==> config.mk <==
export PLATFORM = sky130hd
export DESIGN_NAME = efh_error_halt
export DESIGN_NICKNAME = d
export VERILOG_FILES = /design/src/hw/efh_error_halt.v
export VERILOG_INCLUDE_DIRS = /design/src /design/src/shared
export SDC_FILE = /design/constraint.sdc
export NUM_CORES = 1
export LEC_CHECK = 0
export BUFFER_PORTS_ARGS = -buffer_cell sky130_fd_sc_hd__buf_2
export CAP_MARGIN = 20
export CORE_ASPECT_RATIO = 2
export CORE_UTILIZATION = 44
export DETAILED_ROUTE_END_ITERATION = 6
export PLACE_DENSITY_LB_ADDON = 0.12
export SYNTH_ARGS = -nofsm -noshare
export SYNTH_HDL_FRONTEND = slang
export SYNTH_SLANG_ARGS = --single-unit
==> constraint.sdc <==
create_clock -name CLOCK -period 2.2 [get_ports CLOCK]
set_clock_uncertainty 0.1 [all_clocks]
set_input_delay 0 -clock CLOCK [delete_from_list [all_inputs] [get_ports CLOCK]]
set_output_delay 0 -clock CLOCK [all_outputs]
set_load 0.1 [all_outputs]
==> src/shared/efh_defines.vh <==
// Constants for the error flag and halt-on-error block.
`ifndef EFH_DEFINES_VH
`define EFH_DEFINES_VH
// ===========================================================================
// Register offsets (word addresses on the plain register port)
`define EFH_ADDR_CTRL     4'h0
`define EFH_ADDR_STATUS   4'h1
`define EFH_ADDR_IRQ_STAT 4'h2
`define EFH_ADDR_IRQ_MASK 4'h3
`define EFH_ADDR_IPTR     4'h4
// ===========================================================================
// Field positions
`define EFH_CTRL_ERROR    0
`define EFH_CTRL_STOPF    1
`define EFH_ST_HALTED     2
`define EFH_ST_SAVED      3
`define EFH_ST_CAUSE      4
`define EFH_IRQ_ERR_RISE  0
`define EFH_IRQ_HALT      1
`define EFH_IRQ_WIDTH     2
// ===========================================================================
// Reset values and instruction pointer offsets
`define EFH_IRQ_MASK_RST  2'h0
`define EFH_ERR_IP_OFFS   16'h0002
`define EFH_FRZ_IP_OFFS   16'h0001
`endif

==> src/hw/efh_error_halt.v <==
// Error flag, halt-on-error and freeze halt control of the processor core.
//
// The plain strobed port and the placing of the registers were decided locally.
`timescale 1ns/1ns
`include "efh_defines.vh"

module efh_error_halt #(
	parameter IPW = 16
) (
	input  wire           CLOCK,
	input  wire           NRST,
	input  wire           CORE_RESET,
	input  wire           INSTR_DONE,
	input  wire [IPW-1:0] INSTR_ADDR,
	input  wire           OVERFLOW,
	input  wire           DIV_ZERO,
	input  wire           BOUNDS_FAULT,
	input  wire           SW_SET_ERROR,
	input  wire           SW_SET_STOPF,
	input  wire           TEST_ERROR,
	input  wire           STOP_ON_ERROR,
	input  wire           PREEMPT_START,
	input  wire           PREEMPT_END,
	input  wire           DESCHED_POINT,
	input  wire           FREEZE,
	input  wire           LINKS_BUSY,
	input  wire [3:0]     REG_ADDR,
	input  wire [15:0]    REG_WDATA,
	input  wire           REG_WR,
	input  wire           REG_RD,
	output reg  [15:0]    REG_RDATA,
	output reg            ERROR,
	output reg            STOP_WHEN_FAULTED_FLAG,
	output reg            HALTED,
	output reg            PROCESS_STOP,
	output reg            LINK_OUT_FETCH_EN,
	output reg            LINK_SHUTDOWN,
	output reg            LOAD_TOS,
	output reg  [IPW-1:0] TOS_VALUE,
	output reg            IRQ
);
	// ===========================================================================
	// Freeze pin synchroniser
	reg                   frz_meta;
	reg                   frz_sync;
	reg                   frz_pend;
	reg                   save_err;
	reg                   save_stop;
	reg                   saved;
	reg                   cause_frz;
	reg [1:0]             irq_stat;
	reg [1:0]             irq_mask;
	reg [IPW-1:0]         iptr;
	reg                   next_error;
	reg                   next_stop;
	reg                   err_halt;
	reg [1:0]             ev;
	wire                  fault;
	wire                  sw_err;
	wire                  sw_stop;
	always @(posedge CLOCK or negedge NRST) begin
		if (!NRST) begin
			frz_meta <= 1'b0;
			frz_sync <= 1'b0;
		end else begin
			frz_meta <= FREEZE;
			frz_sync <= frz_meta;
		end
	end

	// ===========================================================================
	// Flag next state
	assign fault      = INSTR_DONE & (OVERFLOW | DIV_ZERO | BOUNDS_FAULT | SW_SET_ERROR);
	assign sw_err     = REG_WR && REG_ADDR == `EFH_ADDR_CTRL && REG_WDATA[`EFH_CTRL_ERROR];
	assign sw_stop    = REG_WR && REG_ADDR == `EFH_ADDR_CTRL && REG_WDATA[`EFH_CTRL_STOPF];
	always @* begin
		next_error = ERROR;
		next_stop  = STOP_WHEN_FAULTED_FLAG;
		if (PREEMPT_END && saved) begin
			next_error = save_err;
			next_stop  = save_stop;
		end else if (PREEMPT_START) begin
			next_stop = 1'b0;
		end
		if (TEST_ERROR & INSTR_DONE)
			next_error = 1'b0;
		if (fault | sw_err)
			next_error = 1'b1;
		if ((SW_SET_STOPF & INSTR_DONE) | sw_stop)
			next_stop = 1'b1;
		// Only a zero-to-one edge halts; a stop flag raised late sees no edge.
		err_halt = next_error & ~ERROR & STOP_WHEN_FAULTED_FLAG & ~HALTED;
		ev       = 2'b00;
		ev[`EFH_IRQ_ERR_RISE] = next_error & ~ERROR;
		ev[`EFH_IRQ_HALT]     = err_halt | (frz_pend & DESCHED_POINT & ~HALTED);
	end

	// ===========================================================================
	// Flags: no reset term at all, so neither processor reset nor freeze touches them.
	always @(posedge CLOCK) begin
		ERROR                  <= next_error;
		STOP_WHEN_FAULTED_FLAG <= next_stop;
	end

	// ===========================================================================
	// Pre-emption save, halt control and post-mortem pointer
	always @(posedge CLOCK or negedge NRST) begin
		if (!NRST) begin
			save_err          <= 1'b0;
			save_stop         <= 1'b0;
			saved             <= 1'b0;
			frz_pend          <= 1'b0;
			HALTED            <= 1'b0;
			cause_frz         <= 1'b0;
			iptr              <= {IPW{1'b0}};
			PROCESS_STOP      <= 1'b0;
			LINK_OUT_FETCH_EN <= 1'b1;
			LINK_SHUTDOWN     <= 1'b0;
			LOAD_TOS          <= 1'b0;
			TOS_VALUE         <= {IPW{1'b0}};
		end else begin
			LOAD_TOS <= 1'b0;
			if (PREEMPT_START && !saved) begin
				save_err  <= ERROR;
				save_stop <= STOP_WHEN_FAULTED_FLAG;
				saved     <= 1'b1;
			end else if (PREEMPT_END) begin
				saved <= 1'b0;
			end
			PROCESS_STOP <= STOP_ON_ERROR & next_error;
			if (CORE_RESET) begin
				HALTED   <= 1'b0;
				frz_pend <= 1'b0;
			end else if (err_halt) begin
				HALTED    <= 1'b1;
				cause_frz <= 1'b0;
				iptr      <= INSTR_ADDR + `EFH_ERR_IP_OFFS;
				TOS_VALUE <= INSTR_ADDR + `EFH_ERR_IP_OFFS;
				LOAD_TOS  <= 1'b1;
			end else if (frz_pend && DESCHED_POINT && !HALTED) begin
				HALTED    <= 1'b1;
				cause_frz <= 1'b1;
				frz_pend  <= 1'b0;
				iptr      <= INSTR_ADDR + `EFH_FRZ_IP_OFFS;
				TOS_VALUE <= INSTR_ADDR + `EFH_FRZ_IP_OFFS;
				LOAD_TOS  <= 1'b1;
			end else if (frz_sync && !HALTED) begin
				frz_pend <= 1'b1;
			end
			// Outputs stop fetching under freeze; inputs are never gated here.
			LINK_OUT_FETCH_EN <= ~frz_sync & ~(HALTED & ~cause_frz);
			LINK_SHUTDOWN     <= HALTED & ~LINKS_BUSY;
		end
	end

	// ===========================================================================
	// Interrupt status, mask and register port
	always @(posedge CLOCK or negedge NRST) begin
		if (!NRST) begin
			irq_stat  <= 2'b00;
			irq_mask  <= `EFH_IRQ_MASK_RST;
			IRQ       <= 1'b0;
			REG_RDATA <= 16'h0000;
		end else begin
			// A new event wins over a write-one-to-clear in the same cycle.
			if (REG_WR && REG_ADDR == `EFH_ADDR_IRQ_STAT)
				irq_stat <= (irq_stat & ~REG_WDATA[1:0]) | ev;
			else
				irq_stat <= irq_stat | ev;
			if (REG_WR && REG_ADDR == `EFH_ADDR_IRQ_MASK)
				irq_mask <= REG_WDATA[1:0];
			IRQ <= |(irq_stat & irq_mask);
			REG_RDATA <= 16'h0000;
			if (REG_RD) begin
				case (REG_ADDR)
				`EFH_ADDR_CTRL:     REG_RDATA <= {14'h0000, STOP_WHEN_FAULTED_FLAG, ERROR};
				`EFH_ADDR_STATUS:   REG_RDATA <= {11'h000, cause_frz, saved, HALTED,
				                                  STOP_WHEN_FAULTED_FLAG, ERROR};
				`EFH_ADDR_IRQ_STAT: REG_RDATA <= {14'h0000, irq_stat};
				`EFH_ADDR_IRQ_MASK: REG_RDATA <= {14'h0000, irq_mask};
				`EFH_ADDR_IPTR:     REG_RDATA <= iptr[15:0];
				default:            REG_RDATA <= 16'h0000;
				endcase
			end
		end
	end
endmodule // efh_error_halt

# Word-level counts from Yosys, hierarchy flattened
# Cells that the tools add are included.
# op_classes
n_addsub,2
eq_ne,5
n_mux,23
n_bitwise,30
n_reduce_logical,21
# op_table
cell,count
case mux 16 bit (5 select lines),1
2-to-1 mux 16 bit,3
2-to-1 mux 1 bit,18
"adder 16 x 1 -> 16 bit, second input constant",1
"adder 16 x 2 -> 16 bit, second input constant",1
bitwise AND 1 bit,12
logical AND 1 bit,10
"equality test 4 x 2 -> 1 bit, second input constant",2
inverter 1 bit,7
OR 1 bit,6
nonzero test 2 bit,3
nonzero test 3 bit,2
bitwise AND 2 bit,2
"equality test 4 x 1 -> 1 bit, second input constant",1
"equality test 4 x 3 -> 1 bit, second input constant",1
logical NOT 4 bit,1
OR 2 bit,2
AND reduction 2 bit,2
logical NOT 1 bit,2
2-to-1 mux 2 bit,1
"!= test 2 bit, second input constant",1
inverter 2 bit,1
OR reduction 2 bit,1
# word_totals
regBits,51
out_inout_bits,40
word_cells,100

# Longest topological paths before layout
# depth
word_depth,12
ltp_mapped,10
depth_no_buf,7

# Worst setup path after synthesis
# OpenSTA, ideal clock, no wires.
# synth_timing
path_type,reg2reg
start,register STOP_WHEN_FAULTED_FLAG
end,register iptr[8]
setup_time_ps,82
t_arrival_ps,2502
t_required_ps,2018
setup_slack_ps,-484
stages_incl_launch_ff,6
path_buffers,0
synth_period_minus_slack_ps,2684
cell_sequence,dfxtp_1 or3b_2 a21oi_4 mux2_4 or3_1 a31oi_1
# synth_between
elab_chain_len,4
# synth_lines
item,line_no,rtl
"start, declared",efh_error_halt.v:33,"output reg STOP_WHEN_FAULTED_FLAG,"
"start signal, assigned",efh_error_halt.v:102,STOP_WHEN_FAULTED_FLAG <= next_stop;
bitwise AND 1 bit (*) (2 in a row),efh_error_halt.v:92,err_halt = next_error & ~ERROR & STOP_WHEN_FAULTED_FLAG & ~HALTED;
nonzero test 2 bit (no line),n/a,
AND reduction 2 bit (no line),n/a,
"end signal, assigned",efh_error_halt.v:115,iptr <= {IPW{1'b0}};
"end signal, assigned",efh_error_halt.v:137,iptr <= INSTR_ADDR + `EFH_ERR_IP_OFFS;
"end signal, assigned",efh_error_halt.v:144,iptr <= INSTR_ADDR + `EFH_FRZ_IP_OFFS;
"end, declared",efh_error_halt.v:53,reg [IPW-1:0] iptr;
# Every way passes the cells marked *; elsewhere a longest branch is shown, timed or not.
# A chain may end at the register's enable or synchronous reset.

# Worst setup path after layout
# layout_timing
start,register HALTED
end,register iptr[15]
# layout_between
elab_chain_len,4
# layout_lines
item,line_no,rtl
"start, declared",efh_error_halt.v:34,"output reg HALTED,"
"start signal, assigned",efh_error_halt.v:113,HALTED <= 1'b0;
"start signal, assigned",efh_error_halt.v:132,HALTED <= 1'b0;
"start signal, assigned",efh_error_halt.v:135,HALTED <= 1'b1;
inverter 1 bit or logical NOT 1 bit (tied branches),"efh_error_halt.v:92, efh_error_halt.v:140",
bitwise AND 1 bit or logical AND 1 bit (tied branches),"efh_error_halt.v:92, efh_error_halt.v:140",
nonzero test 2 bit (no line),n/a,
AND reduction 2 bit (no line),n/a,
# Parallel ways exist; a longest one is shown, timed or not.

==> flow_summary_export.csv <==
group,metric,value,unit
setup_path,crit_type,"reg2reg",
yosys,yosysUniqueCellTypes,59,
setup_path,startpoint_type,"flop",
detailed_routing,first_iter_violations,95,
pwr,swShare,51.3,%
floorplanning,dieArea,0.00606,mm2
yosys,synth_enable_flop_cells,0,
placed_design,io_buffers,79,
floorplanning,die_h,109,um
clock_network,cts.sinks,51,
floorplanning,die_w,55.6,um
floorplanning,fp-row-count,38,
timing,post-route-period-util,95.4,%
grt,grt_pass1_vias,2333,
yosys,synth_top_area_share,47.6,%
yosys,yosysSeqAreaShare,50.2,%
yosys,postSynthAreaPerCell,10.1,um2
final_layout,final_common_cell,"buf_2",
final_layout,nNetsFinal,431,
timing,max_slew_margin,63.4,%
final_layout,antenna_cells,0,
final_layout,final_util,64.4,%
grt,grt_max_degree,27,
yosys,synth_area_leaders,"dfrtp_1 48%, and2_1 3.5%, nand2_1 3.4%",
placed_design,dp_hpwl,5040,um
status,status,"finished, final reports clean",
pwr,p_per_area,1080,mW/mm2
yosys,syn_inst,251,
pwr,combPwrFrac,48.9,%
timing,rsz0062_at_grt,"false",
detailed_routing,met3_length,288,um
clock_network,cts_buffers,5,
setup_path,cp.required,2.34,ns
timing,setup_viol,0,
detailed_routing,maxUsedRoutingLayer,"met4",
placed_design,pre_cts_ws,0.128,ns
setup_path,cp_cell_sequence,"or3b_4 -> a21oi_4 -> buf_4 -> o21ai_1 -> or3_1 -> a31oi_1",
yosys,netlist_area,0.00252,mm2
setup_path,crit_family,"simple AND/OR/NAND/NOR gates",
final_layout,layout_common_cells,"79 x buf_2, 47 x dfrtp_1, 37 x dlygate4sd3_1",
grt,grt_usage,23.8,%
grt,antenna_found_initial,0,
yosys,ys_warn_count,0,
timing,fmax,476,MHz
timing,tightest_slew,0.550,ns
clock_network,clock-root-buffer,"clkbuf_8",
yosys,synth_seq_cells,51,
clock_network,htreeDepth,2,
yosys,async_flop_share,96.1,%
final_layout,area_growth,39.6,%
placed_design,routabilityCongestion,0.917,
detailed_routing,detail_route.wl_per_cell,15.8,um
grt,gr-total-overflow,0,
pwr,peakVddDrop,0.00124,V
pwr,power,0.00380,W
pwr,p_leak,1.62,nW
yosys,synthFlopType,"dfrtp_1",
grt,grt_pass1_wl,10900,um
pwr,switchingPower,0.00195,W
setup_path,crit_fanout,8,
timing,period_needed,2.10,ns
setup_path,cp_slowest_cell,"dfrtp_4",
setup_path,cp.arrival,2.24,ns
clock_network,clockBufferDepth,2,
detailed_routing,drt-total-wl,6870,um
floorplanning,initial_core_util,46.2,%
detailed_routing,routed-wl-met2,3960,um
flow_run,drv_cap,0,
timing,maxSlewViolCount,0,
floorplanning,io_pins,94,
detailed_routing,drt_first_pass_iters,4,
final_layout,fillCellCount,442,
detailed_routing,drc,0,
setup_path,critPathMaxStageDelay,0.52,ns
setup_path,crit_buf_inv,1,
detailed_routing,via_count,2362,
setup_path,setup.worst_path.end_class,"flop",
pwr,internal_power,0.00185,W
clock_network,clk_latency,0.32,ns
min_path,hold_path.class,"in2reg",
clock_network,cts_tree,"yes",
yosys,synthesis.nets,307,
detailed_routing,vias_per_cell,5.42,
clock_network,clk_transition_reported_paths,0.10,ns
floorplanning,coreArea,0.00547,mm2
pwr,p_seq_share,33.9,%
detailed_routing,wl_met1,2410,um
timing,setup_ws,0.101,ns
final_layout,drive_gt1_share,30.9,%
pwr,clockPowerShare,17.2,%
detailed_routing,antenna_left,0,
timing,hold_violations,0,
yosys,synth_top_cell_by_area,"dfrtp_1",
[per-layer routing]
metal  track usage (%)  up-vias
li1                  -     1160
met1              22.8     1114
met2              47.0       75
met3              4.03       13
met4              12.7        0
met5                 0        -
[Yosys cell counts (2+ instances only)]
master    count
nand3b_1      4
a31oi_1       4
dfrtp_1      48
o22a_1        4
ha_1          2
a22oi_1       4
and2_1       14
dfxtp_1       2
inv_1         5
nor4_1        3
clkbuf_1      4
and3_1        2
a21oi_1      14
nor2b_1       5
nand2_1      23
nand4_1       3
mux2_2        4
buf_6         3
a21o_1        2
o21ai_1       6
mux2i_1       2
nand3_1      12
o211ai_1      2
xnor2_1       2
buf_2         3
o21ai_0      15
nor2_1       16
and4_1        2
nor3_1        4
xor2_1        4
or3_1         5
[registers in the layout (all words and copies together), names as in the netlist]
signal / count
LINK_OUT_FETCH_EN: 1
frz_pend: 1
ERROR: 1
saved: 1
IRQ: 1
LINK_SHUTDOWN: 1
save_err: 1
save_stop: 1
LOAD_TOS: 1
PROCESS_STOP: 1
irq_stat: 2
REG_RDATA: 16
cause_frz: 1
STOP_WHEN_FAULTED_FLAG: 1
irq_mask: 2
frz_sync: 1
frz_meta: 1
iptr: 16
HALTED: 1
[power by group through the flow]
stage          Clock, W  Sequential (W)  Combinational, W
6_report       0.000655         0.00129           0.00186
4_1_cts        0.000674         0.00129           0.00186
3_3_place_gp          0         0.00130           0.00179
3_5_place_dp          0         0.00131           0.00180
5_1_grt        0.000701         0.00132           0.00193
2_1_floorplan         0         0.00244          0.000309
[cell type report]
type                       instances  area, um2  share of cell area [%]
timing repair buffer             128        868                    24.6
clock inverter                     2       37.5                    1.07
sequential                        51       1280                    36.2
tap                               60       75.1                    2.13
multi-input combinational        183       1170                    33.2
clock buffer                       6       72.6                    2.06
inverter                           6       22.5                   0.639
[logic make-up (layout without fill, tap and decap cells)]
logic type / after synthesis / after routing / synth area share (%)
flip-flops: 51 / 51 / 50.2
AO/OA/AOI/OAI: 68 / 68 / 18.5
AND/OR/NAND/NOR: 100 / 100 / 21.4
buffers and inverters: 17 / 142 / 3.57
multiplexers: 7 / 7 / 3.17
XOR/XNOR: 6 / 6 / 2.08
adder cells (fa/ha/maj): 2 / 2 / 0.991
[stage by stage]
step                cells  cell area (um2)  hold WS (ns)  setup TNS [ns]
floorplan             251             2530        -0.396       -0.000842
global placement      390             3030       -0.0807               0
detailed placement    390             3030       -0.0780               0
CTS                   435             3510        0.0268               0
global route          436             3520        0.0575               0
finish                436             3520        0.0263               0
[worst min-delay path, stage by stage]
cell and delay, ns:
buf_2 0.12, o2111ai_1 0.08, xor2_1 0.09, o21ai_1 0.11
[timing repair]
item | CTS | global route
hold endpoints to repair | 80 | 0
setup endpoints to repair | 0 | 1
setup buffers | 0 | 1
gates resized for setup | 0 | 1
hold buffers | 37 | 0
[path summary, 6_finish.rpt]
path                            depth (start not counted)               start                      end  slack (ns)
worst max-delay path                                    6  HALTED$_DFFE_PN0P_     iptr[15]$_DFFE_PN0P_        0.10
worst min-delay path                                    4       INSTR_ADDR[9]     iptr[11]$_DFFE_PN0P_        0.03
worst max register to register                          6  HALTED$_DFFE_PN0P_     iptr[15]$_DFFE_PN0P_        0.10
worst min register to register                          0  frz_meta$_DFF_PN0_       frz_sync$_DFF_PN0_        0.26
max in group asynchronous                               3                NRST   REG_RDATA[7]$_DFF_PN0_        1.36
min in group asynchronous                               2                NRST  LINK_SHUTDOWN$_DFF_PN0_        0.09
No activity file was read; power rests on OpenSTA's default activity.
